`src/hw/cdc_pkg.sv`:
```
// Purpose: constants and carriers for the cyclic drive command decoder
// Assumes: one 40 MHz clock, transfers already unpacked from the network
// Notes: register addresses are 16-bit register numbers, not byte offsets
package cdc_pkg;
  // ----------------------------------------------------------------
  // register map
  // ----------------------------------------------------------------
  localparam logic [15:0] CDC_IMAGE_ADDR = 16'h1B0A;
  localparam logic [15:0] CDC_LONG_ADDR = 16'h1B0C;
  localparam logic [2:0] CDC_IMAGE_WORDS = 3'h4;
  localparam logic [2:0] CDC_PARAM_WORDS = 3'h2;
  localparam logic [63:0] CDC_IMAGE_RESET = 64'h0;
  // ----------------------------------------------------------------
  // state-command bit positions and the mode-command toggle bit
  // ----------------------------------------------------------------
  localparam int CDC_BIT_OFF = 0;
  localparam int CDC_BIT_ON = 1;
  localparam int CDC_BIT_QSTOP = 2;
  localparam int CDC_BIT_FCLR = 3;
  localparam int CDC_BIT_HSET = 5;
  localparam int CDC_BIT_HCLR = 6;
  localparam int CDC_BIT_HRES = 7;
  localparam int CDC_BIT_TOGGLE = 7;
  // ----------------------------------------------------------------
  // operating state codes and error class limit
  // ----------------------------------------------------------------
  localparam logic [3:0] CDC_CODE_READY = 4'h4;
  localparam logic [3:0] CDC_CODE_ENABLED = 4'h6;
  localparam logic [3:0] CDC_CODE_QSTOP = 4'h7;
  localparam logic [3:0] CDC_CODE_FAULT = 4'h9;
  localparam logic [1:0] CDC_CLASS_HARD = 2'h2;
  // ----------------------------------------------------------------
  // mode-command byte codes (toggle bit masked)
  // ----------------------------------------------------------------
  localparam logic [6:0] CDC_MC_JOG = 7'h01;
  localparam logic [6:0] CDC_MC_HOME_SET = 7'h02;
  localparam logic [6:0] CDC_MC_HOME_RUN = 7'h12;
  localparam logic [6:0] CDC_MC_PP_ABS = 7'h03;
  localparam logic [6:0] CDC_MC_PP_RTGT = 7'h13;
  localparam logic [6:0] CDC_MC_PP_RACT = 7'h23;
  localparam logic [6:0] CDC_MC_PV = 7'h04;
  localparam logic [6:0] CDC_MC_SPEED = 7'h17;

  typedef enum logic [1:0] {
    CDC_ST_READY,
    CDC_ST_ENABLED,
    CDC_ST_QSTOP,
    CDC_ST_FAULT
  } cdc_state_e;

  typedef struct packed {
    logic [31:0] long_ref;
    logic [15:0] short_ref;
    logic [7:0] mode_command_byte;
    logic [7:0] state_command_byte;
  } cdc_image_s;

  typedef struct packed {
    logic wr;
    logic rd;
    logic [15:0] addr;
    logic [2:0] words;
    logic [63:0] wdata;
  } cdc_req_s;

  typedef struct packed {
    logic valid;
    logic err;
    logic [63:0] rdata;
  } cdc_rsp_s;

  typedef struct packed {
    logic [15:0] jog_start_value;
    logic [31:0] home_position_value;
    logic [15:0] homing_method_value;
    logic [15:0] profile_position_velocity;
    logic [31:0] absolute_target_position;
    logic [31:0] relative_target_position;
    logic [15:0] profile_velocity_target;
    logic [15:0] speed_control_reference;
  } cdc_ref_s;
endpackage

```
`src/hw/cdc_decoder.sv`:
```
// Purpose: decode the cyclic command image into state and mode actions
// Assumes: one request at most per cycle, answered on the next cycle
// Notes: status image and transport stay outside this block
`timescale 1ns/1ps
`default_nettype none

module cdc_decoder
  import cdc_pkg::*;
(
  // clock and reset
  input wire logic ref_clk,
  input wire logic rstn,
  // register access
  input wire cdc_pkg::cdc_req_s req,
  output cdc_pkg::cdc_rsp_s rsp,
  // drive side
  input wire logic fault_event,
  input wire logic [1:0] error_class,
  output logic [3:0] state_code,
  output logic power_enable,
  output logic halt_active,
  output logic halt_resume_pulse,
  output logic mode_reject_flag,
  output logic mode_start_pulse,
  output logic [6:0] active_mode,
  output cdc_pkg::cdc_ref_s refs
);
  // ----------------------------------------------------------------
  // storage
  // ----------------------------------------------------------------
  cdc_image_s image;
  logic written;
  logic [7:0] prev_state_cmd;
  logic prev_toggle;
  cdc_state_e state;
  cdc_state_e next_state;

  // ----------------------------------------------------------------
  // address decode
  // ----------------------------------------------------------------
  wire logic hit_image = req.addr == CDC_IMAGE_ADDR &&
    (req.words == CDC_IMAGE_WORDS || req.words == CDC_PARAM_WORDS);
  wire logic hit_long = req.addr == CDC_LONG_ADDR &&
    req.words == CDC_PARAM_WORDS;
  wire logic hit_any = hit_image || hit_long;
  wire logic wr_ok = req.wr && hit_any;
  wire logic cmd_wr = req.wr && hit_image;
  wire logic full_wr = cmd_wr && req.words == CDC_IMAGE_WORDS;
  wire cdc_image_s wimg = req.wdata;

  // low part of an image write; long word on full image writes and long-register writes
  wire cdc_image_s next_image = '{
    long_ref: full_wr ? wimg.long_ref :
      (hit_long ? req.wdata[31:0] : image.long_ref),
    short_ref: cmd_wr ? wimg.short_ref : image.short_ref,
    mode_command_byte: cmd_wr ? wimg.mode_command_byte
      : image.mode_command_byte,
    state_command_byte: cmd_wr ? wimg.state_command_byte
      : image.state_command_byte
  };

  wire logic [63:0] rd_image = written ? image : CDC_IMAGE_RESET;
  wire logic [63:0] rd_word = hit_long ? {32'h0, rd_image[63:32]} :
    (req.words == CDC_IMAGE_WORDS ? rd_image : {32'h0, rd_image[31:0]});

  // ----------------------------------------------------------------
  // state-command edges and priorities
  // ----------------------------------------------------------------
  wire logic [7:0] sc = wimg.state_command_byte;
  wire logic [7:0] rise = sc & ~prev_state_cmd;
  wire logic req_off = cmd_wr && (rise[CDC_BIT_OFF] || sc == 8'h00);
  // bit 0 over bit 1, bit 2 over bit 3
  wire logic req_on = cmd_wr && rise[CDC_BIT_ON] && !rise[CDC_BIT_OFF];
  wire logic req_qs = cmd_wr && rise[CDC_BIT_QSTOP];
  // hard errors need bit 1 low
  wire logic fclr_allowed = error_class < CDC_CLASS_HARD ||
    !sc[CDC_BIT_ON];
  wire logic req_fr = cmd_wr && rise[CDC_BIT_FCLR] &&
    !rise[CDC_BIT_QSTOP] && fclr_allowed;
  // halt set over clear and resume
  wire logic req_hset = cmd_wr && rise[CDC_BIT_HSET];
  wire logic req_hclr = cmd_wr && rise[CDC_BIT_HCLR] &&
    !rise[CDC_BIT_HSET];
  wire logic req_hres = cmd_wr && rise[CDC_BIT_HRES] &&
    !rise[CDC_BIT_HSET];
  wire logic in_enabled = state == CDC_ST_ENABLED;

  // transitions; impossible ones leave state alone
  always_comb begin
    next_state = state;
    case (state)
      CDC_ST_READY: begin
        if (req_on && !req_off) begin
          next_state = CDC_ST_ENABLED;
        end
      end
      CDC_ST_ENABLED: begin
        if (req_off) begin
          next_state = CDC_ST_READY;
        end else if (req_qs) begin
          next_state = CDC_ST_QSTOP;
        end
      end
      CDC_ST_QSTOP: begin
        if (req_off) begin
          next_state = CDC_ST_READY;
        end else if (req_fr) begin
          next_state = CDC_ST_ENABLED;
        end
      end
      CDC_ST_FAULT: begin
        if (req_fr) begin
          next_state = CDC_ST_READY;
        end
      end
      default: next_state = CDC_ST_READY;
    endcase
    if (fault_event) begin
      next_state = CDC_ST_FAULT;
    end
  end

  // ----------------------------------------------------------------
  // mode-command decode
  // ----------------------------------------------------------------
  wire logic [7:0] mc = wimg.mode_command_byte;
  wire logic [6:0] mc_code = mc[6:0];
  wire logic [15:0] sref = wimg.short_ref;
  wire logic [31:0] lref = full_wr ? wimg.long_ref : image.long_ref;
  wire logic mc_valid = mc_code == CDC_MC_JOG ||
    mc_code == CDC_MC_HOME_SET || mc_code == CDC_MC_HOME_RUN ||
    mc_code == CDC_MC_PP_ABS || mc_code == CDC_MC_PP_RTGT ||
    mc_code == CDC_MC_PP_RACT || mc_code == CDC_MC_PV ||
    mc_code == CDC_MC_SPEED;
  wire logic mc_live = cmd_wr && mc != 8'h00;
  wire logic toggled = mc_live && mc[CDC_BIT_TOGGLE] != prev_toggle;
  wire logic mode_go = toggled && mc_valid && in_enabled &&
    next_state == CDC_ST_ENABLED;
  wire logic mode_bad = toggled && !mode_go;

  cdc_ref_s next_refs;
  always_comb begin
    next_refs = refs;
    case (mc_code)
      CDC_MC_JOG: next_refs.jog_start_value = sref;
      CDC_MC_HOME_SET: next_refs.home_position_value = lref;
      CDC_MC_HOME_RUN: next_refs.homing_method_value = sref;
      CDC_MC_PP_ABS: begin
        next_refs.profile_position_velocity = sref;
        next_refs.absolute_target_position = lref;
      end
      CDC_MC_PP_RTGT, CDC_MC_PP_RACT: begin
        next_refs.profile_position_velocity = sref;
        next_refs.relative_target_position = lref;
      end
      CDC_MC_PV: next_refs.profile_velocity_target = sref;
      CDC_MC_SPEED: next_refs.speed_control_reference = sref;
      default: next_refs = refs;
    endcase
  end

  wire logic [3:0] next_code = next_state == CDC_ST_ENABLED ?
    CDC_CODE_ENABLED : next_state == CDC_ST_QSTOP ? CDC_CODE_QSTOP :
    next_state == CDC_ST_FAULT ? CDC_CODE_FAULT : CDC_CODE_READY;
  wire logic next_halt = next_state == CDC_ST_ENABLED &&
    (in_enabled && req_hset ? 1'b1 :
     in_enabled && (req_hclr || req_hres) ? 1'b0 : halt_active);

  // ----------------------------------------------------------------
  // registers
  // ----------------------------------------------------------------
  always_ff @(posedge ref_clk) begin
    if (!rstn) begin
      image <= CDC_IMAGE_RESET;
      written <= 1'b0;
      rsp <= '0;
    end else begin
      if (wr_ok) begin
        image <= next_image;
        written <= 1'b1;
      end
      rsp.valid <= req.wr || req.rd;
      // unmapped address or unsupported word count is the only error
      rsp.err <= (req.wr || req.rd) && !hit_any;
      rsp.rdata <= req.rd && hit_any ? rd_word : 64'h0;
    end
  end

  always_ff @(posedge ref_clk) begin
    if (!rstn) begin
      prev_state_cmd <= 8'h00;
      prev_toggle <= 1'b0;
    end else if (cmd_wr) begin
      prev_state_cmd <= sc;
      prev_toggle <= mc[CDC_BIT_TOGGLE];
    end
  end

  always_ff @(posedge ref_clk) begin
    if (!rstn) begin
      state <= CDC_ST_READY;
      state_code <= CDC_CODE_READY;
      power_enable <= 1'b0;
      halt_active <= 1'b0;
      halt_resume_pulse <= 1'b0;
    end else begin
      state <= next_state;
      state_code <= next_code;
      power_enable <= next_state == CDC_ST_ENABLED ||
        next_state == CDC_ST_QSTOP;
      halt_active <= next_halt;
      halt_resume_pulse <= in_enabled && req_hres &&
        next_state == CDC_ST_ENABLED;
    end
  end

  always_ff @(posedge ref_clk) begin
    if (!rstn) begin
      mode_reject_flag <= 1'b0;
      mode_start_pulse <= 1'b0;
      active_mode <= 7'h00;
      refs <= '0;
    end else begin
      mode_start_pulse <= mode_go;
      // set on reject, cleared by next accepted toggle
      if (mode_bad) begin
        mode_reject_flag <= 1'b1;
      end else if (mode_go) begin
        mode_reject_flag <= 1'b0;
      end
      if (mode_go) begin
        active_mode <= mc_code;
        refs <= next_refs;
      end
    end
  end
endmodule
`default_nettype wire

```
`config.mk`:
```
export PLATFORM = sky130hd
export DESIGN_NAME = cdc_decoder
export DESIGN_NICKNAME = d
export VERILOG_FILES = /design/src/hw/cdc_pkg.sv /design/src/hw/cdc_decoder.sv
export SDC_FILE = /design/constraint.sdc
export NUM_CORES = 1
export LEC_CHECK = 0
export BUFFER_PORTS_ARGS = -buffer_cell sky130_fd_sc_hd__buf_2
export CORE_MARGIN = 2
export CORE_UTILIZATION = 47
export CTS_CLUSTER_SIZE = 16
export DETAILED_ROUTE_END_ITERATION = 6
export PLACE_DENSITY = 0.76
export SYNTH_ARGS = -nofsm -noshare
export SYNTH_HDL_FRONTEND = slang
export SYNTH_SLANG_ARGS = --single-unit
```
`constraint.sdc`:
```
create_clock -name ref_clk -period 5.1 [get_ports ref_clk]
set_clock_uncertainty 0.2 [all_clocks]
set_input_delay 1.275 -clock ref_clk [delete_from_list [all_inputs] [get_ports ref_clk]]
set_output_delay 1.275 -clock ref_clk [all_outputs]
set_load 0.05 [all_outputs]
```
==> results of run 1 <==
-- metal layers --
layer	track usage	vias up
met4	0.103	2
met5	0	-
li1	-	5586
met1	0.365	5513
met3	0.0591	96
met2	0.417	569
-- critical path: cells and delay by family --
kind / cells / cell delay, ns
AO/OA/AOI/OAI: 4 / 1.16
adder cells (fa/ha/maj): 1 / 0.20
buffers and inverters: 2 / 0.27
multiplexers: 1 / 0.24
AND/OR/NAND/NOR: 4 / 1.74
-- flip-flops by register name, indices dropped and copies added, names as in the netlist --
signal	cells
mode_start_pulse	1
image	59
halt_resume_pulse	1
written	1
mode_reject_flag	1
state	2
halt_active	1
state_code	4
refs	176
rsp	66
active_mode	7
prev_state_cmd	5
-- power breakdown --
part	total [mW]	switching (mW)	internal, mW
logic	0.206	0.131	0.0752
clock network	2.35	0.996	1.35
registers	2.54	0.00280	2.54
-- final cells by class --
cell class | instances | area share
diodes | 5 | 0.000776
clock inverters | 5 | 0.00179
multi-input cells | 1017 | 0.374
flip-flops and latches | 324 | 0.402
inverters | 5 | 0.00116
clock buffers | 53 | 0.0622
well taps | 341 | 0.0265
repair buffers | 382 | 0.132
-- Yosys cell counts (2+ instances only) --
library cell,count
sky130_fd_sc_hd__clkbuf_1,101
sky130_fd_sc_hd__inv_1,5
sky130_fd_sc_hd__dfxtp_1,324
sky130_fd_sc_hd__nor3_1,3
sky130_fd_sc_hd__a21oi_1,41
sky130_fd_sc_hd__nor3b_1,6
sky130_fd_sc_hd__and2_1,38
sky130_fd_sc_hd__buf_2,4
sky130_fd_sc_hd__a21boi_1,9
sky130_fd_sc_hd__o21a_1,3
sky130_fd_sc_hd__buf_12,2
sky130_fd_sc_hd__and3_1,39
sky130_fd_sc_hd__or4_1,2
sky130_fd_sc_hd__xor2_1,4
sky130_fd_sc_hd__nand3_1,6
sky130_fd_sc_hd__nor2b_1,61
sky130_fd_sc_hd__a21boi_0,153
sky130_fd_sc_hd__nor4bb_1,3
sky130_fd_sc_hd__nand2_1,344
sky130_fd_sc_hd__or3b_2,2
sky130_fd_sc_hd__mux2i_1,85
sky130_fd_sc_hd__and4_1,2
sky130_fd_sc_hd__or4b_1,2
sky130_fd_sc_hd__a41oi_1,2
sky130_fd_sc_hd__nand4_1,6
sky130_fd_sc_hd__nor4_1,10
sky130_fd_sc_hd__o21ai_0,131
sky130_fd_sc_hd__nor2_1,4
sky130_fd_sc_hd__and4b_1,3
sky130_fd_sc_hd__ha_1,3
sky130_fd_sc_hd__buf_4,3
sky130_fd_sc_hd__a31oi_1,32
sky130_fd_sc_hd__or4b_2,2
sky130_fd_sc_hd__buf_1,2
-- path summary, 6_finish.rpt --
kind                                        start   endpoint  slack (ns)  cells past startpoint
worst max-delay path                      req[67]  refs[107]        0.41                     12
worst min-delay path                    image[13]    rsp[13]        0.24                      2
worst max register to register  prev_state_cmd[2]  refs[107]        1.54                     10
worst min register to register          image[13]    rsp[13]        0.24                      2
-- metrics by stage --
stage	hold WS [ns]	power (mW)
after floorplan	0.232	2.70
after global placement	0.236	2.79
after detailed placement	0.239	2.80
after CTS	0.245	5.12
after global routing	0.265	5.23
final	0.240	5.09
-- logic make-up after synthesis --
group,after synthesis
and+or+nand+nor,546
AOI/OAI and AO/OA,379
DFF,324
buffers and inverters,117
muxes,85
xor gates and xnor gates,4
adders and majority gates,3
==> results.md, run 1 <==
Status:
- The flow ran to the end, and the final reports show no timing, DRC or antenna violations.

Pwr:
- Across the VDD grid, the largest voltage drop is 0.257 mV.
- Summed over all cells, the static leakage comes to 7.01 nW.
- The power per unit of standard cell area is 316 nW/um2.

Place:
- Routability-driven placement finished with a final weighted congestion of 0.917.
- The area after detailed placement is 15,100 um2.
- The quantity of I/O buffers inserted on ports is 346.
- Counting tap cells, the placed design contains a total of 2,069 instances.
- The post-detailed-placement half-perimeter wirelength is 27.2 mm.
- Timing analysis after detailed placement gives a worst setup slack of -0.116 ns.

CTS:
- The buffers inserted during post-CTS setup optimization is 0.
- The post-CTS resize count is 0.
- CTS built an H-tree with a depth of 2.
- TritonCTS created 35 clock buffers.
- TritonCTS built the clock tree.
- The maximum clock path buffer count is 3.
- For this design, the sink count on the clock tree is 324.
- At the later pin of the worst-skew pair, clock insertion delay measures 0.51 ns.
- Buffers inserted to repair hold after CTS numbered 0.
- The buffer type at the clock tree root is sky130_fd_sc_hd__clkbuf_16.
- Clock-pin slew was measured on the worst setup and hold paths at 0.06 ns.

Final layout:
- The final core utilization is 0.597.
- From synthesis to final layout, the design area changed by 24.5%.
- The library cells used most frequently in the layout, excluding fill and tap cells, are 345 x sky130_fd_sc_hd__buf_2, 344 x sky130_fd_sc_hd__nand2_1, 324 x sky130_fd_sc_hd__dfxtp_1.
- Excluding fillers, the count of instances in the completed layout stands at 2,132.
- The design area is 16,100 um2.
- The total area of multi-input combinational cells is 6020 um2.
- The most common library cell in the layout ignoring fill and taps is sky130_fd_sc_hd__buf_2.
- The filler cells instantiated in the layout total 2,362.
- In the final layout, the share of cells above drive strength 1 is 0.251.
- For this run, the post-layout net count is 1,858.
- Summing all flip-flop and latch instances after layout gives 6490 um2.

STA:
- The slew at the pin closest to its max-slew limit is 1.19 ns.
- Setup violations remaining at the end of the flow were counted as 0.
- For the finished layout, the period the worst path requires is 4.69 ns.
- For this run, the top clock speed supported by timing is 213 MHz.
- Setup repair after global routing left no endpoint under its margin.
- The number of pins exceeding their max-slew limit in the final report is 0.
- The worst pin sits at a relative slew slack of 0.204.
- In the finished design, the share of the clock period the worst path needs comes to 0.920.
- After routing, the total negative slack on setup checks comes to 0 ns.
- In the post-route analysis, the smallest setup slack over all paths is 0.409 ns.
- The final count of hold timing violations was 0.

Logic synthesis:
- The mean area per synthesized cell is 8.88 um2.
- The proportion of synthesized area in mux cells is 0.0657.
- The area share of fa/ha/maj cells after synthesis is 0.00290.
- The biggest area contributor in the post-synthesis netlist is sky130_fd_sc_hd__dfxtp_1.
- The most used flip-flop cell after synthesis is sky130_fd_sc_hd__dfxtp_1.
- The flip-flop and latch count after synthesis is 324.
- Yosys attributes the largest share of cell area to sky130_fd_sc_hd__dfxtp_1 50%, sky130_fd_sc_hd__nand2_1 10%, sky130_fd_sc_hd__a21boi_0 8.9%, sky130_fd_sc_hd__mux2i_1 6.6%, sky130_fd_sc_hd__o21ai_0 5.1%.
- The cell area that synthesis handed to floorplanning was 13,000 um2.
- The synthesized design contains 0 enable-type register cells.
- The proportion of netlist area held by the largest area contributor is 0.501.
- For this run, the number of Yosys warnings is 0.
- The area fraction in compound gates after synthesis came to 0.186.
- The share of flip-flops with an asynchronous set or reset after synthesis is 0.
- Counting every net in the synthesized netlist gives 1,551.
- The area share of xor/xnor cells in the synthesized design is 0.00270.
- After synthesis, the largest family of logic cells by area is simple AND/OR/NAND/NOR gates.
- The share of the Yosys chip area taken by registers is 0.501.
- Synthesis produced 1,458 cells.
- The post-synthesis cell type count is 55.
- Of the total synthesized cell area, the portion taken by AND, OR, NAND and NOR gates is 0.205.

Route:
- The wire length per cell after detailed routing is 18.8 um.
- After detailed routing, the met3 layer carries 3.55 mm of wire.
- The count of nets left with antenna violations once routing finished came out at 0.
- The total wirelength of the detailed-routed design is 40.1 mm.
- Detailed routing placed a total of 17.5 mm of wire on met2.
- The sum of routed wire segments on met1 is 17.5 mm.
- For this run, design rule violations remaining after detail routing come to 0.
- Signal routing reaches up to met5.
- The number of vias in the routed layout is 11,766.
- The first routing iteration left 1,019 violations.
- The mean number of vias per cell is 5.52.
- The pre-antenna-repair detailed-routing pass consisted of 7 iterations.

Die:
- In this run the core area contains 60 standard-cell rows.
- Measured along the x axis, the die boundary spans 170 um.
- The region available for standard cell placement spans 27,000 um2.
- The I/O pin count is 348.
- The overall die height is 170 um.
- The floorplan step defined a die boundary enclosing 28,900 um2.
- The initial utilization of the core area, before any placement, comes to 0.479.

Global route:
- The number of antenna violations at the first check in global routing came to 6.
- For this run the aggregate overflow at the end of global routing stands at 0.
- In the global route stage, overall resource usage came out at 0.268.
- The via count of the first global-routing pass came to 11,018.
- The first-pass GRT wire length is 61.0 mm.
- The pin count of the biggest net entering global routing is 146.

Critical path:
- The data required time at the worst endpoint is 5.33 ns.
- The highest fanout seen on the critical path is 16.
- The maximum single-stage delay on the critical path is 0.62 ns.
- The worst setup path is of the in -> reg kind.
- The critical path capture point type is a flop.
- The kind of launch point of the worst setup path is an input port.
- Walking the worst path, the cells encountered are buf_2 > or4b_1 > nor4_2 > buf_4 > a41oi_1 > o21ai_1 > ha_1 > and3b_1 > o211ai_1 > a2111oi_4 > and4_4 > mux2i_1.
- The slowest cell on the critical path is sky130_fd_sc_hd__a2111oi_4.
- Data arrives at the worst endpoint at 4.92 ns.

Job:
- Across the run, the number of max-cap violations was 0.

Min path:
- The path class of the tightest hold or removal check is reg -> reg.
Note: power is estimated with default switching activity, not from simulation.
==> run 2, diff against run 1 <==
--- a/config.mk
+++ b/config.mk
@@ -6,7 +6,7 @@
 export NUM_CORES = 1
 export LEC_CHECK = 0
 export BUFFER_PORTS_ARGS = -buffer_cell sky130_fd_sc_hd__buf_2
-export CORE_MARGIN = 2
+export CORE_MARGIN = 3
 export CORE_UTILIZATION = 47
 export CTS_CLUSTER_SIZE = 16
 export DETAILED_ROUTE_END_ITERATION = 6
==> constraint.sdc (replaced) <==
create_clock -name ref_clk -period 5.1 [get_ports ref_clk]
set_clock_uncertainty 0.2 [all_clocks]
set_input_delay 1.275 -clock ref_clk [delete_from_list [all_inputs] [get_ports ref_clk]]
set_output_delay 1.275 -clock ref_clk [all_outputs]
set_load 0.005 [all_outputs]
==> run 2 against run 1 <==
  * Final cell count about the same
  * Die area up 2.4%
  * Combinational power down 8%
  * Routed wire length up 1.9%
  * Hold slack worse by 0.024 ns
  * Non-clock buffer count down 2
  * Core utilization up 0.81 points
  * Critical path type unchanged
==> results.md, run 2 (synthesis results as in run 1) <==
STA:
- The worst slew margin relative to its limit is 0.151 (-0.0533).
- Setup repair after global routing left no endpoint under its margin.
- The final critical delay including setup and external delays is 4.68 ns (-0.0151 ns).
- The upper clock frequency limit is 214 MHz (+0.32%).
- The slew at the pin closest to its max-slew limit is 1.27 ns (+0.0797 ns).
- The final critical-path share of the clock period is 0.917 (-0.00296).
- The number of pins exceeding their max-slew limit in the final report is 0 (unchanged).
- The final worst hold slack is 0.216 ns (-0.0237 ns).
- The final count of hold timing violations is 0 (unchanged).
- The setup-violating endpoint count in the final report is 0 (unchanged).

CTS:
- The post-CTS resize count is 0 (unchanged).
- TritonCTS built the clock tree.
- The count of H-tree levels built during CTS is 2 (unchanged).
- The hold-fix buffer count after cts came to 0 (unchanged).
- The buffer type at the clock tree root is sky130_fd_sc_hd__clkbuf_16.
- The clock buffer count from CTS is 36 (+2.9%).
- The maximum clock path buffer count is 3 (unchanged).
- The count of clock tree sinks is 324 (unchanged).
- The buffers inserted during post-CTS setup optimization came to 0 (unchanged).
- The clock latency on the worst-skew pair was 0.52 ns (about the same).
- The clock slew seen by the registers of the worst setup and hold paths was 0.06 ns (about the same).

Pwr:
- The share of power burned in combinational logic is 0.035 (-0.005).
- The sequential share of power was 0.462 (-0.037).
- The switching share of power was 0.207 (-0.0146).
- The switching component of the power is 1.14 mW (+0.73%).
- The cell leakage power is 7.12 nW (+1.5%).
- The peak supply drop came to 0.234 mV (-8.7%).
- The clock share of power is 0.503 (+0.042).
- The internal power component is 4.35 mW (+9.8%).
- The power per unit of standard cell area came to 336 nW/um2 (+6.4%).

Route:
- The number of remaining DRC errors is 0 (unchanged).
- The count of TritonRoute iterations in the first routing pass is 5 (-2).
- The number of nets with antenna violations after routing is 0 (unchanged).
- The total wirelength of the detailed-routed design is 40.8 mm (+1.9%).
- The wire length per cell after detailed routing was 19.1 um (+1.8%).
- The first-iteration detailed-routing DRC count came to 1,301 (+28%).
- The number of vias in the routed layout was 11,732 (-0.29%).
- The mean number of vias per cell is 5.50 (-0.38%).

Status:
- The flow ran to the end, and the final reports show no timing, DRC or antenna violations.

Critical path:
- STA classifies the critical path endpoint as a flop.
- The highest fanout seen on the critical path is 16 (unchanged).
- The arrival time of the worst setup path was 4.92 ns (about the same).
- The slowest cell on the critical path is sky130_fd_sc_hd__a2111oi_4.
- The maximum single-stage delay on the critical path came to 0.64 ns (+0.02 ns).
- The launching point of the worst reg2reg path is prev_state_cmd[0].
- The data required time at the worst endpoint came to 5.34 ns (about the same).
- STA classifies the critical path startpoint as an input port.
- Traced cell by cell, the critical path runs through buf_2 > or4b_1 > nor4_2 > buf_4 > nand2_1 > o21ai_1 > and2_1 > ha_1 > and3b_1 > o211ai_1 > a2111oi_4 > and4_4 > mux2i_1.
- The most critical setup path has its startpoint at req[64].
- The classification of the worst setup path is in -> reg.

Min path:
- The type of the most critical hold path is reg -> reg.
- The startpoint identified for the worst hold timing path is image[12].

Die:
- The overall die area was 29,600 um2 (+2.4%).
- The overall die height is 172 um (+1.2%).
- The cell row count is 60 (unchanged).
- The I/O pin count is 348 (unchanged).
- The core area was 27,000 um2 (unchanged).
- The starting utilization of the core area is 0.479 (unchanged).
- The x dimension of the die is 172 um (+1.2%).

Place:
- The routability-driven placement congestion ratio is 0.903 (-1.5%).
- The post-detailed-placement half-perimeter wirelength is 27.8 mm (+2.0%).
- The quantity of I/O buffers inserted on ports came to 346 (unchanged).

Final layout:
- The final net count is 1,857 (-0.054%).
- In the layout the commonest cells are 345 x sky130_fd_sc_hd__buf_2, 344 x sky130_fd_sc_hd__nand2_1, 324 x sky130_fd_sc_hd__dfxtp_1.
- The final core utilization is 0.605 (+0.00806).
- The library cell used most frequently in the layout, excluding fill and tap cells, is sky130_fd_sc_hd__buf_2.
- The ratio of cells with drive above 1 in the final layout was 0.254 (+0.00363).
- From synthesis to final layout, the design area changed by 26.1%.
- Ranked by flip-flop count, first place goes to refs.
- The largest registers in the layout are refs (176), rsp (66), image (59).
- The flip-flop count of the largest register, all copies and words added is 176 (unchanged).

Global route:
- The first-pass GRT wire length came to 60.8 mm (-0.35%).
- The global router's overall resource usage was 0.261 (-0.00717).
- The number of antenna violations at the first check in global routing is 4 (-2).
- The pin count of the biggest net entering global routing was 151 (+3.4%).
- The total congestion overflow was 0 (unchanged).
- The via count of the first global-routing pass is 10,763 (-2.3%).

Job:
- The max-capacitance violation count came to 0 (unchanged).
[run 2: metrics by stage]
stage	TNS, ns	power [mW]	worst slack, ns	instance area [um2]	cells
6_report	0	5.49	0.424	16300	2134
5_1_grt	0	5.65	0.217	16300	2133
4_1_cts	0	5.52	0.489	16300	2129
3_5_place_dp	-0.113	2.78	-0.0206	15000	2067
3_3_place_gp	0	2.78	0.0565	15000	2067
2_1_floorplan	0	2.68	0.0529	13000	1458
[run 2: area by class of cell]
| type | count | area [um2] |
|---|---|---|
| tap | 341 | 427 |
| clock buffer | 54 | 1100 |
| timing repair buffer | 380 | 2090 |
| sequential | 324 | 6490 |
| multi-input combinational | 1017 | 6020 |
| inverter | 5 | 18.8 |
| fill | 2386 | 10700 |
| clock inverter | 8 | 176 |
| antenna | 5 | 12.5 |
[run 2: per-layer routing]
metal,wire length [um],track usage,vias up
met2,18600,0.413,578
met3,3480,0.0517,84
li1,-,-,5591
met1,17600,0.359,5479
met4,1140,0.0864,0
met5,0,0,-
[run 2: worst paths after layout]
check	end	slack, ns	cells past startpoint
worst max-delay path	refs[110]	0.42	13
worst min-delay path	rsp[12]	0.22	2
worst max register to register	refs[110]	1.61	11
worst min register to register	rsp[12]	0.22	2
[run 2: critical path, delay by kind of cell]
family / cells / cell delay [ns]
AND/OR/NAND/NOR: 6 / 1.90
adder cells (fa/ha/maj): 1 / 0.16
multiplexers: 1 / 0.25
buffers and inverters: 2 / 0.32
AO/OA/AOI/OAI: 3 / 0.99
[run 2: power by group through the flow]
| stage | Sequential (mW) | Combinational [mW] | Clock (mW) |
|---|---|---|---|
| 2_1_floorplan | 2.59 | 0.0902 | 0 |
| 3_3_place_gp | 2.59 | 0.184 | 0 |
| 3_5_place_dp | 2.59 | 0.186 | 0 |
| 4_1_cts | 2.54 | 0.187 | 2.79 |
| 5_1_grt | 2.54 | 0.205 | 2.91 |
| 6_report | 2.54 | 0.190 | 2.76 |
